[src/design/sas_pkg.sv]
`default_nettype none
package sas_pkg;
  localparam int unsigned BUF_DEPTH = 16;
  localparam int unsigned RESULT_W = 10;
  localparam int unsigned ADDR_W = 12;
  localparam logic [11:0] CON1_OFF = 12'h000;
  localparam logic [11:0] CON2_OFF = 12'h004;
  localparam logic [11:0] CON3_OFF = 12'h008;
  localparam logic [11:0] BUF_OFF = 12'h040;
  localparam int unsigned C1_ON = 15;
  localparam int unsigned C1_SIDL = 13;
  localparam int unsigned C1_RESULT_FORMAT = 8;
  localparam int unsigned C1_TRIGGER_SOURCE = 5;
  localparam int unsigned C1_AUTO_SAMPLE_START = 2;
  localparam int unsigned C1_SAMPLE_BIT = 1;
  localparam int unsigned C1_DONE = 0;
  localparam int unsigned C2_REFERENCE_SELECT = 13;
  localparam int unsigned C2_SCAN_ENABLE = 10;
  localparam int unsigned C2_FILL_STATUS = 7;
  localparam int unsigned C2_SEQUENCES_PER_INTERRUPT = 2;
  localparam int unsigned C2_BUFFER_MODE = 1;
  localparam int unsigned C2_ALTERNATE_SAMPLING = 0;
  localparam int unsigned C3_CONVERSION_CLOCK_SOURCE = 15;
  localparam int unsigned C3_AUTO_SAMPLE_TIME = 8;
  localparam int unsigned C3_CONVERSION_CLOCK_DIVIDER = 0;
  localparam logic [15:0] CON_RST = 16'h0000;
  localparam logic [7:0] CONVERSION_CLOCK_DIVIDER_MAX = 8'h3F;

  typedef enum logic [1:0] {
    SAS_IDLE = 2'b00,
    SAS_SAMPLE = 2'b01,
    SAS_CONVERT = 2'b10
  } sas_state_t;

  typedef enum logic [2:0] {
    SAS_TRG_SW = 3'b000,
    SAS_TRG_PIN = 3'b001,
    SAS_TRG_TMR3 = 3'b010,
    SAS_TRG_TMR5 = 3'b100,
    SAS_TRG_CHARGE = 3'b110,
    SAS_TRG_AUTO = 3'b111
  } sas_trigger_t;

  typedef enum logic [1:0] {
    SAS_FMT_UINT = 2'b00,
    SAS_FMT_SINT = 2'b01,
    SAS_FMT_UFRAC = 2'b10,
    SAS_FMT_SFRAC = 2'b11
  } sas_format_t;
endpackage
`default_nettype wire

[src/design/sas_result_format.sv]
`default_nettype none
module sas_result_format (
  input wire logic [9:0] raw,
  input wire logic [1:0] result_format,
  output logic [15:0] word
);
  always_comb begin
    case (result_format)
      sas_pkg::SAS_FMT_SFRAC: word = {~raw[9], raw[8:0], 6'h00};
      sas_pkg::SAS_FMT_UFRAC: word = {raw, 6'h00};
      sas_pkg::SAS_FMT_SINT: word = {{7{~raw[9]}}, raw[8:0]};
      sas_pkg::SAS_FMT_UINT: word = {6'h00, raw};
      default: word = {6'h00, raw};
    endcase
  end
endmodule
`default_nettype wire

[src/design/sas_sequencer.sv]
// Summary of operation
// - Results read in one of four formats: signed/unsigned fraction or integer.
// - Trigger field picks what ends sampling: counter, events, pin or software.
// - Auto start resamples right after each conversion; else software starts.
// - Sample bit is 1 while acquiring and 0 while holding.
// - Done bit shows a finished conversion; software may clear it.
// - Turning the module off discards buffer position and fill state.
// - With stop-in-idle set, the sequencer freezes while the chip idles.
// - Reference field selects supply or external positive and negative pins.
// - Scan enable steps multiplexer A through scan channels after each result.
// - Fill status shows which half is being filled in split mode.
// - Interrupt after every field plus one completed sequences.
// - Buffer mode selects two 8-word halves or one 16-word buffer.
// - Alternate sampling uses A first, then B and A in turn.
// - Clock source bit picks the RC oscillator or the system clock.
// - Auto sample time lasts its value in conversion clock periods.
// - Conversion clock period is divider plus one clocks; large codes reserved.
`default_nettype none
module sas_sequencer #(
  parameter int unsigned BUF_DEPTH = sas_pkg::BUF_DEPTH,
  parameter int unsigned ADDR_W = sas_pkg::ADDR_W
) (
  input wire logic clk,
  input wire logic rstn,
  input wire logic psel,
  input wire logic penable,
  input wire logic pwrite,
  input wire logic [ADDR_W-1:0] paddr,
  input wire logic [31:0] pwdata,
  output logic [31:0] prdata,
  output logic pready,
  output logic pslverr,
  input wire logic idle_mode,
  input wire logic rc_tick,
  input wire logic charge_time_unit_event,
  input wire logic timer5_match,
  input wire logic timer3_match,
  input wire logic external_interrupt_pin_edge,
  input wire logic conv_complete,
  input wire logic [9:0] conv_result,
  output logic sample_hold_acquire,
  output logic conv_start,
  output logic mux_b_select,
  output logic scan_step,
  output logic scan_active,
  output logic vref_pos_external,
  output logic vref_neg_external,
  output logic rc_clock_enable,
  output logic converter_interrupt_flag
);
  localparam int unsigned IW = $clog2(BUF_DEPTH);
  localparam logic [11:0] BUF_END =
    sas_pkg::BUF_OFF + 12'(4 * BUF_DEPTH);

  typedef struct packed {
    sas_pkg::sas_state_t st;
    logic module_on;
    logic stop_in_idle;
    logic [1:0] result_format;
    logic [2:0] trigger_source;
    logic auto_sample_start;
    logic sample_bit;
    logic conv_done;
    logic [2:0] reference_select;
    logic scan_enable;
    logic fill_status;
    logic [3:0] sequences_per_interrupt;
    logic buffer_mode;
    logic alternate_sampling;
    logic conversion_clock_source;
    logic [4:0] auto_sample_time;
    logic [7:0] conversion_clock_divider;
    logic [3:0] seq_cnt;
    logic [IW-1:0] wr_ptr;
    logic [4:0] smp_cnt;
    logic mux_b;
    logic start;
    logic irq;
    logic step;
    logic [BUF_DEPTH-1:0][9:0] result_buffer;
    logic [31:0] rdata;
    logic err;
  } sas_regs_t;

  sas_regs_t state_reg;
  sas_regs_t state_next;
  logic tad_tick;
  logic [15:0] con1_word;
  logic [15:0] con2_word;
  logic [15:0] con3_word;
  logic [15:0] buf_word;
  logic [11:0] addr12;
  logic in_buf;
  logic [IW-1:0] rd_idx;
  logic [IW-1:0] wr_idx;
  logic halted;
  logic frozen;
  logic end_sample;
  logic apb_wr;

  assign addr12 = 12'(paddr);
  assign in_buf = (addr12 >= sas_pkg::BUF_OFF) && (addr12 < BUF_END) &&
                  (addr12[1:0] == 2'b00);
  assign rd_idx = IW'((addr12 - sas_pkg::BUF_OFF) >> 2);
  assign apb_wr = psel && penable && pwrite;
  assign halted = !state_reg.module_on;
  assign frozen = state_reg.stop_in_idle && idle_mode;

  // Split mode places the half select above the in-half pointer.
  assign wr_idx = state_reg.buffer_mode ?
    {state_reg.fill_status, state_reg.wr_ptr[IW-2:0]} :
    state_reg.wr_ptr;

  sas_tad_clock u_tad (
    .clk(clk),
    .rstn(rstn),
    .run(state_reg.st == sas_pkg::SAS_SAMPLE),
    .conversion_clock_source(state_reg.conversion_clock_source),
    .rc_tick(rc_tick),
    .conversion_clock_divider(state_reg.conversion_clock_divider),
    .tad_tick(tad_tick)
  );

  sas_result_format u_fmt (
    .raw(state_reg.result_buffer[rd_idx]),
    .result_format(state_reg.result_format),
    .word(buf_word)
  );

  always_comb begin
    con1_word = sas_pkg::CON_RST;
    con1_word[sas_pkg::C1_ON] = state_reg.module_on;
    con1_word[sas_pkg::C1_SIDL] = state_reg.stop_in_idle;
    con1_word[sas_pkg::C1_RESULT_FORMAT +: 2] = state_reg.result_format;
    con1_word[sas_pkg::C1_TRIGGER_SOURCE +: 3] = state_reg.trigger_source;
    con1_word[sas_pkg::C1_AUTO_SAMPLE_START] = state_reg.auto_sample_start;
    con1_word[sas_pkg::C1_SAMPLE_BIT] = state_reg.sample_bit;
    con1_word[sas_pkg::C1_DONE] = state_reg.conv_done;
    con2_word = sas_pkg::CON_RST;
    con2_word[sas_pkg::C2_REFERENCE_SELECT +: 3] = state_reg.reference_select;
    con2_word[sas_pkg::C2_SCAN_ENABLE] = state_reg.scan_enable;
    con2_word[sas_pkg::C2_FILL_STATUS] = state_reg.fill_status;
    con2_word[sas_pkg::C2_SEQUENCES_PER_INTERRUPT +: 4] = state_reg.sequences_per_interrupt;
    con2_word[sas_pkg::C2_BUFFER_MODE] = state_reg.buffer_mode;
    con2_word[sas_pkg::C2_ALTERNATE_SAMPLING] = state_reg.alternate_sampling;
    con3_word = sas_pkg::CON_RST;
    con3_word[sas_pkg::C3_CONVERSION_CLOCK_SOURCE] = state_reg.conversion_clock_source;
    con3_word[sas_pkg::C3_AUTO_SAMPLE_TIME +: 5] = state_reg.auto_sample_time;
    con3_word[sas_pkg::C3_CONVERSION_CLOCK_DIVIDER +: 8] = state_reg.conversion_clock_divider;
  end

  always_comb begin
    case (state_reg.trigger_source)
      sas_pkg::SAS_TRG_AUTO:
        end_sample = (state_reg.smp_cnt >= state_reg.auto_sample_time);
      sas_pkg::SAS_TRG_CHARGE: end_sample = charge_time_unit_event;
      sas_pkg::SAS_TRG_TMR5: end_sample = timer5_match;
      sas_pkg::SAS_TRG_TMR3: end_sample = timer3_match;
      sas_pkg::SAS_TRG_PIN: end_sample = external_interrupt_pin_edge;
      sas_pkg::SAS_TRG_SW: end_sample = !state_next_sample_bit_sw();
      default: end_sample = 1'b0;
    endcase
  end

  // Software view of the sample bit after a write in this cycle.
  function automatic logic state_next_sample_bit_sw();
    logic v;
    v = state_reg.sample_bit;
    if (apb_wr && addr12 == sas_pkg::CON1_OFF) begin
      v = pwdata[sas_pkg::C1_SAMPLE_BIT];
    end
    return v;
  endfunction

  always_comb begin
    state_next = state_reg;
    state_next.start = 1'b0;
    state_next.irq = 1'b0;
    state_next.step = 1'b0;
    state_next.err = 1'b0;
    if (psel && !penable) begin
      state_next.rdata = 32'h0000_0000;
      if (addr12 == sas_pkg::CON1_OFF) begin
        state_next.rdata = {16'h0000, con1_word};
      end else if (addr12 == sas_pkg::CON2_OFF) begin
        state_next.rdata = {16'h0000, con2_word};
      end else if (addr12 == sas_pkg::CON3_OFF) begin
        state_next.rdata = {16'h0000, con3_word};
      end else if (in_buf) begin
        state_next.rdata = {16'h0000, buf_word};
      end else begin
        state_next.err = 1'b1;
      end
    end
    if (apb_wr && addr12 == sas_pkg::CON1_OFF) begin
      state_next.module_on = pwdata[sas_pkg::C1_ON];
      state_next.stop_in_idle = pwdata[sas_pkg::C1_SIDL];
      state_next.result_format = pwdata[sas_pkg::C1_RESULT_FORMAT +: 2];
      state_next.trigger_source = pwdata[sas_pkg::C1_TRIGGER_SOURCE +: 3];
      state_next.auto_sample_start = pwdata[sas_pkg::C1_AUTO_SAMPLE_START];
      state_next.sample_bit = pwdata[sas_pkg::C1_SAMPLE_BIT];
      if (!pwdata[sas_pkg::C1_DONE]) begin
        state_next.conv_done = 1'b0;
      end
    end
    if (apb_wr && addr12 == sas_pkg::CON2_OFF) begin
      state_next.reference_select = pwdata[sas_pkg::C2_REFERENCE_SELECT +: 3];
      state_next.scan_enable = pwdata[sas_pkg::C2_SCAN_ENABLE];
      state_next.sequences_per_interrupt = pwdata[sas_pkg::C2_SEQUENCES_PER_INTERRUPT +: 4];
      state_next.buffer_mode = pwdata[sas_pkg::C2_BUFFER_MODE];
      state_next.alternate_sampling = pwdata[sas_pkg::C2_ALTERNATE_SAMPLING];
    end
    if (apb_wr && addr12 == sas_pkg::CON3_OFF) begin
      state_next.conversion_clock_source = pwdata[sas_pkg::C3_CONVERSION_CLOCK_SOURCE];
      state_next.auto_sample_time = pwdata[sas_pkg::C3_AUTO_SAMPLE_TIME +: 5];
      state_next.conversion_clock_divider = pwdata[sas_pkg::C3_CONVERSION_CLOCK_DIVIDER +: 8];
    end
    // Hardware updates come after the bus write so that hardware wins.
    if (halted) begin
      state_next.st = sas_pkg::SAS_IDLE;
      state_next.sample_bit = 1'b0;
      state_next.seq_cnt = 4'h0;
      state_next.wr_ptr = '0;
      state_next.fill_status = 1'b0;
      state_next.mux_b = 1'b0;
    end else if (!frozen) begin
      case (state_reg.st)
        sas_pkg::SAS_IDLE: begin
          if (state_next.sample_bit) begin
            state_next.st = sas_pkg::SAS_SAMPLE;
            state_next.smp_cnt = 5'h00;
          end
        end
        sas_pkg::SAS_SAMPLE: begin
          if (state_reg.trigger_source != sas_pkg::SAS_TRG_SW) begin
            state_next.sample_bit = 1'b1;
          end
          if (tad_tick && state_reg.smp_cnt != 5'h1F) begin
            state_next.smp_cnt = state_reg.smp_cnt + 5'h01;
          end
          if (end_sample) begin
            state_next.st = sas_pkg::SAS_CONVERT;
            state_next.sample_bit = 1'b0;
            state_next.conv_done = 1'b0;
            state_next.start = 1'b1;
          end
        end
        sas_pkg::SAS_CONVERT: begin
          state_next.sample_bit = 1'b0;
          if (conv_complete) begin
            state_next.result_buffer[wr_idx] = conv_result;
            state_next.conv_done = 1'b1;
            state_next.step = state_reg.scan_enable;
            state_next.mux_b = state_reg.alternate_sampling &&
                               !state_reg.mux_b;
            if (state_reg.seq_cnt >= state_reg.sequences_per_interrupt) begin
              state_next.irq = 1'b1;
              state_next.seq_cnt = 4'h0;
              state_next.wr_ptr = '0;
              state_next.fill_status = state_reg.buffer_mode &&
                                       !state_reg.fill_status;
            end else begin
              state_next.seq_cnt = state_reg.seq_cnt + 4'h1;
              state_next.wr_ptr = state_reg.wr_ptr + IW'(1);
            end
            if (state_reg.auto_sample_start) begin
              state_next.st = sas_pkg::SAS_SAMPLE;
              state_next.sample_bit = 1'b1;
              state_next.smp_cnt = 5'h00;
            end else begin
              state_next.st = sas_pkg::SAS_IDLE;
            end
          end
        end
        default: state_next.st = sas_pkg::SAS_IDLE;
      endcase
    end
  end

  always_ff @(posedge clk or negedge rstn) begin
    if (!rstn) begin
      state_reg <= '0;
    end else begin
      state_reg <= state_next;
    end
  end

  // Reads are captured in the setup phase, so no wait states are needed.
  assign pready = 1'b1;
  assign prdata = state_reg.rdata;
  assign pslverr = state_reg.err && psel && penable;
  assign sample_hold_acquire = state_reg.sample_bit;
  assign conv_start = state_reg.start;
  assign mux_b_select = state_reg.mux_b;
  assign scan_step = state_reg.step;
  assign scan_active = state_reg.scan_enable && !state_reg.mux_b;
  // Any code with the top bit set falls back to supply and ground.
  assign vref_pos_external = !state_reg.reference_select[2] &&
                             state_reg.reference_select[0];
  assign vref_neg_external = !state_reg.reference_select[2] &&
                             state_reg.reference_select[1];
  assign rc_clock_enable = state_reg.module_on &&
                           state_reg.conversion_clock_source;
  assign converter_interrupt_flag = state_reg.irq;
endmodule
`default_nettype wire

[src/design/sas_tad_clock.sv]
`default_nettype none
module sas_tad_clock (
  input wire logic clk,
  input wire logic rstn,
  input wire logic run,
  input wire logic conversion_clock_source,
  input wire logic rc_tick,
  input wire logic [7:0] conversion_clock_divider,
  output logic tad_tick
);
  typedef struct packed {
    logic [7:0] cnt;
    logic tick;
  } sas_tad_t;

  sas_tad_t tad_reg;
  sas_tad_t tad_next;
  logic [7:0] limit;

  // Reserved divider codes are clamped so the period stays bounded.
  assign limit = (conversion_clock_divider > sas_pkg::CONVERSION_CLOCK_DIVIDER_MAX) ?
                 sas_pkg::CONVERSION_CLOCK_DIVIDER_MAX : conversion_clock_divider;

  always_comb begin
    tad_next = tad_reg;
    tad_next.tick = 1'b0;
    if (!run) begin
      tad_next.cnt = 8'h00;
    end else if (conversion_clock_source) begin
      tad_next.tick = rc_tick;
    end else if (tad_reg.cnt >= limit) begin
      tad_next.cnt = 8'h00;
      tad_next.tick = 1'b1;
    end else begin
      tad_next.cnt = tad_reg.cnt + 8'h01;
    end
  end

  always_ff @(posedge clk or negedge rstn) begin
    if (!rstn) begin
      tad_reg <= '0;
    end else begin
      tad_reg <= tad_next;
    end
  end

  assign tad_tick = tad_reg.tick;
endmodule
`default_nettype wire
[config.mk]
export PLATFORM = sky130hd
export DESIGN_NAME = sas_sequencer
export DESIGN_NICKNAME = d
export VERILOG_FILES = /design/src/design/sas_pkg.sv /design/src/design/sas_result_format.sv /design/src/design/sas_sequencer.sv /design/src/design/sas_tad_clock.sv
export SDC_FILE = /design/constraint.sdc
export NUM_CORES = 1
export LEC_CHECK = 0
export BUFFER_PORTS_ARGS = -buffer_cell sky130_fd_sc_hd__buf_2
export CAP_MARGIN = 20
export CORE_ASPECT_RATIO = 0.8
export CORE_MARGIN = 2
export CORE_UTILIZATION = 25
export DETAILED_ROUTE_END_ITERATION = 10
export MAX_ROUTING_LAYER = met4
export PLACE_DENSITY_LB_ADDON = 0.25
export SLEW_MARGIN = 5
export SYNTH_ARGS = -nofsm -noshare
export SYNTH_HDL_FRONTEND = slang
export SYNTH_SLANG_ARGS = --single-unit
[constraint.sdc]
create_clock -name clk -period 4.76 [get_ports clk]
set_clock_uncertainty 0.05 [all_clocks]
set_input_delay 0.952 -clock clk [delete_from_list [all_inputs] [get_ports clk]]
set_output_delay 0.952 -clock clk [all_outputs]
set_load 0.02 [all_outputs]
==> results.cfg <==
[sta]
finalCritPeriodShare = 0.6910
rsz0062_at_grt = no
setup_viol_count_final = 0
timing.final.max_slew_violations = 0
tightest_slew_ps = 936.1
final_hold_viol_count = 0
fmax_mhz = 304.0
setup_tns_ps = 0
hold_ws_ps = 359.7
setup_slack_ps = 1471
min_period_ps = 3289
slew_headroom = 0.3759

[setup_path]
cpPeakStageDelay_ps = 700
startpoint = paddr[2]
cp_common_cell = a21oi_1
path_buf_inv = 2
worstSetupPathType = in2reg
crit_arrival_ps = 3660
critPathTopFamily = buffers and inverters
path_max_fanout = 25
path_cells = buf_2, buf_4, mux4_2, and2_1, a211oi_1, a21oi_1, a221oi_1, a21oi_1
startpoint_type = primary input
endpoint_kind = register
cpMaxStageDelayCell = buf_2
worstReg2RegStart = con1_word[15]$_DFFE_PN0N_
required_ps = 5130

[clock_tree]
tritoncts = done
cts.sinks = 240
clk_transition_reported_paths_ps = 70
clock_latency_ps = 560
cts_setup_buffers = 0
htreeDepth = 1
cts_resized = 0
ctsHoldBuffers = 0
clockBufferDepth = 3
cts-root-buf = clkbuf_16
numCtsBuffers = 25

[grt]
busiest_layer = met2
overflow = 0
use_met2 = 0.1995
use_met1 = 0.1982
grtUsageMet3 = 0.02762
gr-usage-all-layers = 0.1363
grt_max_degree = 93
grt_pass1_wl_um = 50120
antenna_found_initial = 0
grt_pass1_vias = 7707

[placement]
post-place-ws_ps = 833.1
gp_congestion = 0.7689
hpwl_um = 22330
io_buffers = 75

[die]
die-area_sq_mm = 0.04977
start_util = 0.2543
num_rows = 71
core_sq_mm = 0.04717
fp.dieH_um = 199.9
pin_count = 109
die_w_um = 248.9

[job]
maxCapViolCount = 0

[final_layout]
final_core_utilization = 0.2942
finalNetCount = 1095
diodes = 0
drive_gt1_frac = 0.3845
area_delta_synth_final_pct = 15.66

[pwr]
clkPwrFrac = 0.487
ir_worst_vdd_mv = 0.2498
power.density_mw_per_mm2 = 319.9
p_sw_mw = 1.061
leakagePower_nw = 6.634
p_sw_frac = 0.2390
p_seq_frac = 0.464
comb_power_share = 0.050
internal-power_mw = 3.378

[drt]
drc = 0
num_vias = 7690
route.final.wire_length_um = 32550
wl_per_cell_um = 19.88
drt_first_pass_iters = 5
viasPerCell = 4.698
drtAntennaViolNets = 0
drt_iter0_markers = 452

[yosys]
synth_top_area_cell = dfrtp_1
synth_edf_count = 0
synth_cell_types = 63
yosysSeqAreaShare = 0.5006
syn_area_sq_mm = 0.01200
ys.warnings.count = 0
netlist_instances = 932
synth_area_per_cell_sq_um = 12.87
synth_top_cells_by_area = dfrtp_1, mux2_2, mux4_2
yosysTopAreaCellShare = 0.5006
synth_seq_cells = 240
synth.most_common_cell = dfrtp_1
synthTopCellsByCount = dfrtp_1, mux2_2, nand2_1
synthArstFlopShare = 1.000
synth-main-ff-cell = dfrtp_1

[outcome]
status = complete, no violations

[worst_hold_path]
worst_hold_path_type = in2async
## per-stage QoR
| stage | area [sq um] | total power, mW | instances |
|---|---|---|---|
| after global placement | 12990 | 2.322 | 1592 |
| after CTS | 13880 | 4.501 | 1637 |
| after floorplan | 12060 | 2.218 | 949 |
| after detailed placement | 12990 | 2.322 | 1592 |
| after global routing | 13880 | 4.608 | 1637 |
| final | 13880 | 4.439 | 1637 |
## worst register-to-register path, stage by stage, from the launching register on
cell and delay, ps:
dfrtp_1 600, and2_1 400, and3_1 640, nand3_1 830, mux2_2 540
## area by class of cell
type                    count  area (sq um)
clock buffers              33         705.7
multi-input cells         613          5550
flip-flops and latches    240          6006
inverters                  20         75.07
clock inverters            12         186.4
fillers                  4759         33290
well taps                 620         775.7
repair buffers             99         578.1
## power by group through the flow
stage / Combinational (mW) / Clock [mW] / Sequential, mW
final: 0.220 / 2.16 / 2.06
after global routing: 0.245 / 2.31 / 2.06
after global placement: 0.225 / 0 / 2.10
after detailed placement: 0.225 / 0 / 2.10
after CTS: 0.225 / 2.22 / 2.06
after floorplan: 0.126 / 0 / 2.09
## final timing paths
kind,end,slack (ps),depth (start not counted)
worst max-delay path,prdata[0]$_DFFE_PN0P_,1470,8
worst min register to register,prdata[8]$_DFFE_PN0P_,450,1
min in group clk,prdata[8]$_DFFE_PN0P_,450,1
worst min-delay path,state_reg[206]$_DFFE_PN0P_,360,1
max in group asynchronous,async pin,3280,2
worst max register to register,register,1580,4
## layout by cell type, fill, tap and decap left out, drive strengths merged, types with 3 or more instances in the layout
cell / instances
and2: 10
inv: 21
mux2i: 16
nand2: 68
mux2: 193
bufinv: 4
a21o: 12
o211ai: 3
o221ai: 3
nor2: 33
nand3: 22
nand2b: 8
a21oi: 23
o21ai: 36
o31ai: 3
clkbuf: 33
ha: 30
mux4: 42
conb: 19
a221oi: 10
buf: 99
nor2b: 13
a211oi: 7
dfrtp: 240
and3: 8
nor3: 9
a22oi: 6
clkinv: 7
nor3b: 4
a31oi: 3
## layer usage
metal  share of wire  wire, um
met5               0         0
met4           0.011       374
met3           0.049      1597
met2            0.43     14140
met1            0.51     16440
## cell families (layout without fill, tap and decap cells)
logic type      count (synthesis)  after routing  share of synthesized area
simple gates                  185            185                    0.08020
buf+inv                        96            164                    0.04213
compound gates                126            126                    0.06946
other cells                     2             19                  0.0006260
mux                           251            251                     0.2743
fa+ha+maj                      30             30                    0.03129
flops                         240            240                     0.5006
xor+xnor                        2              2                   0.001460
No activity file was read; power rests on OpenSTA's default activity.
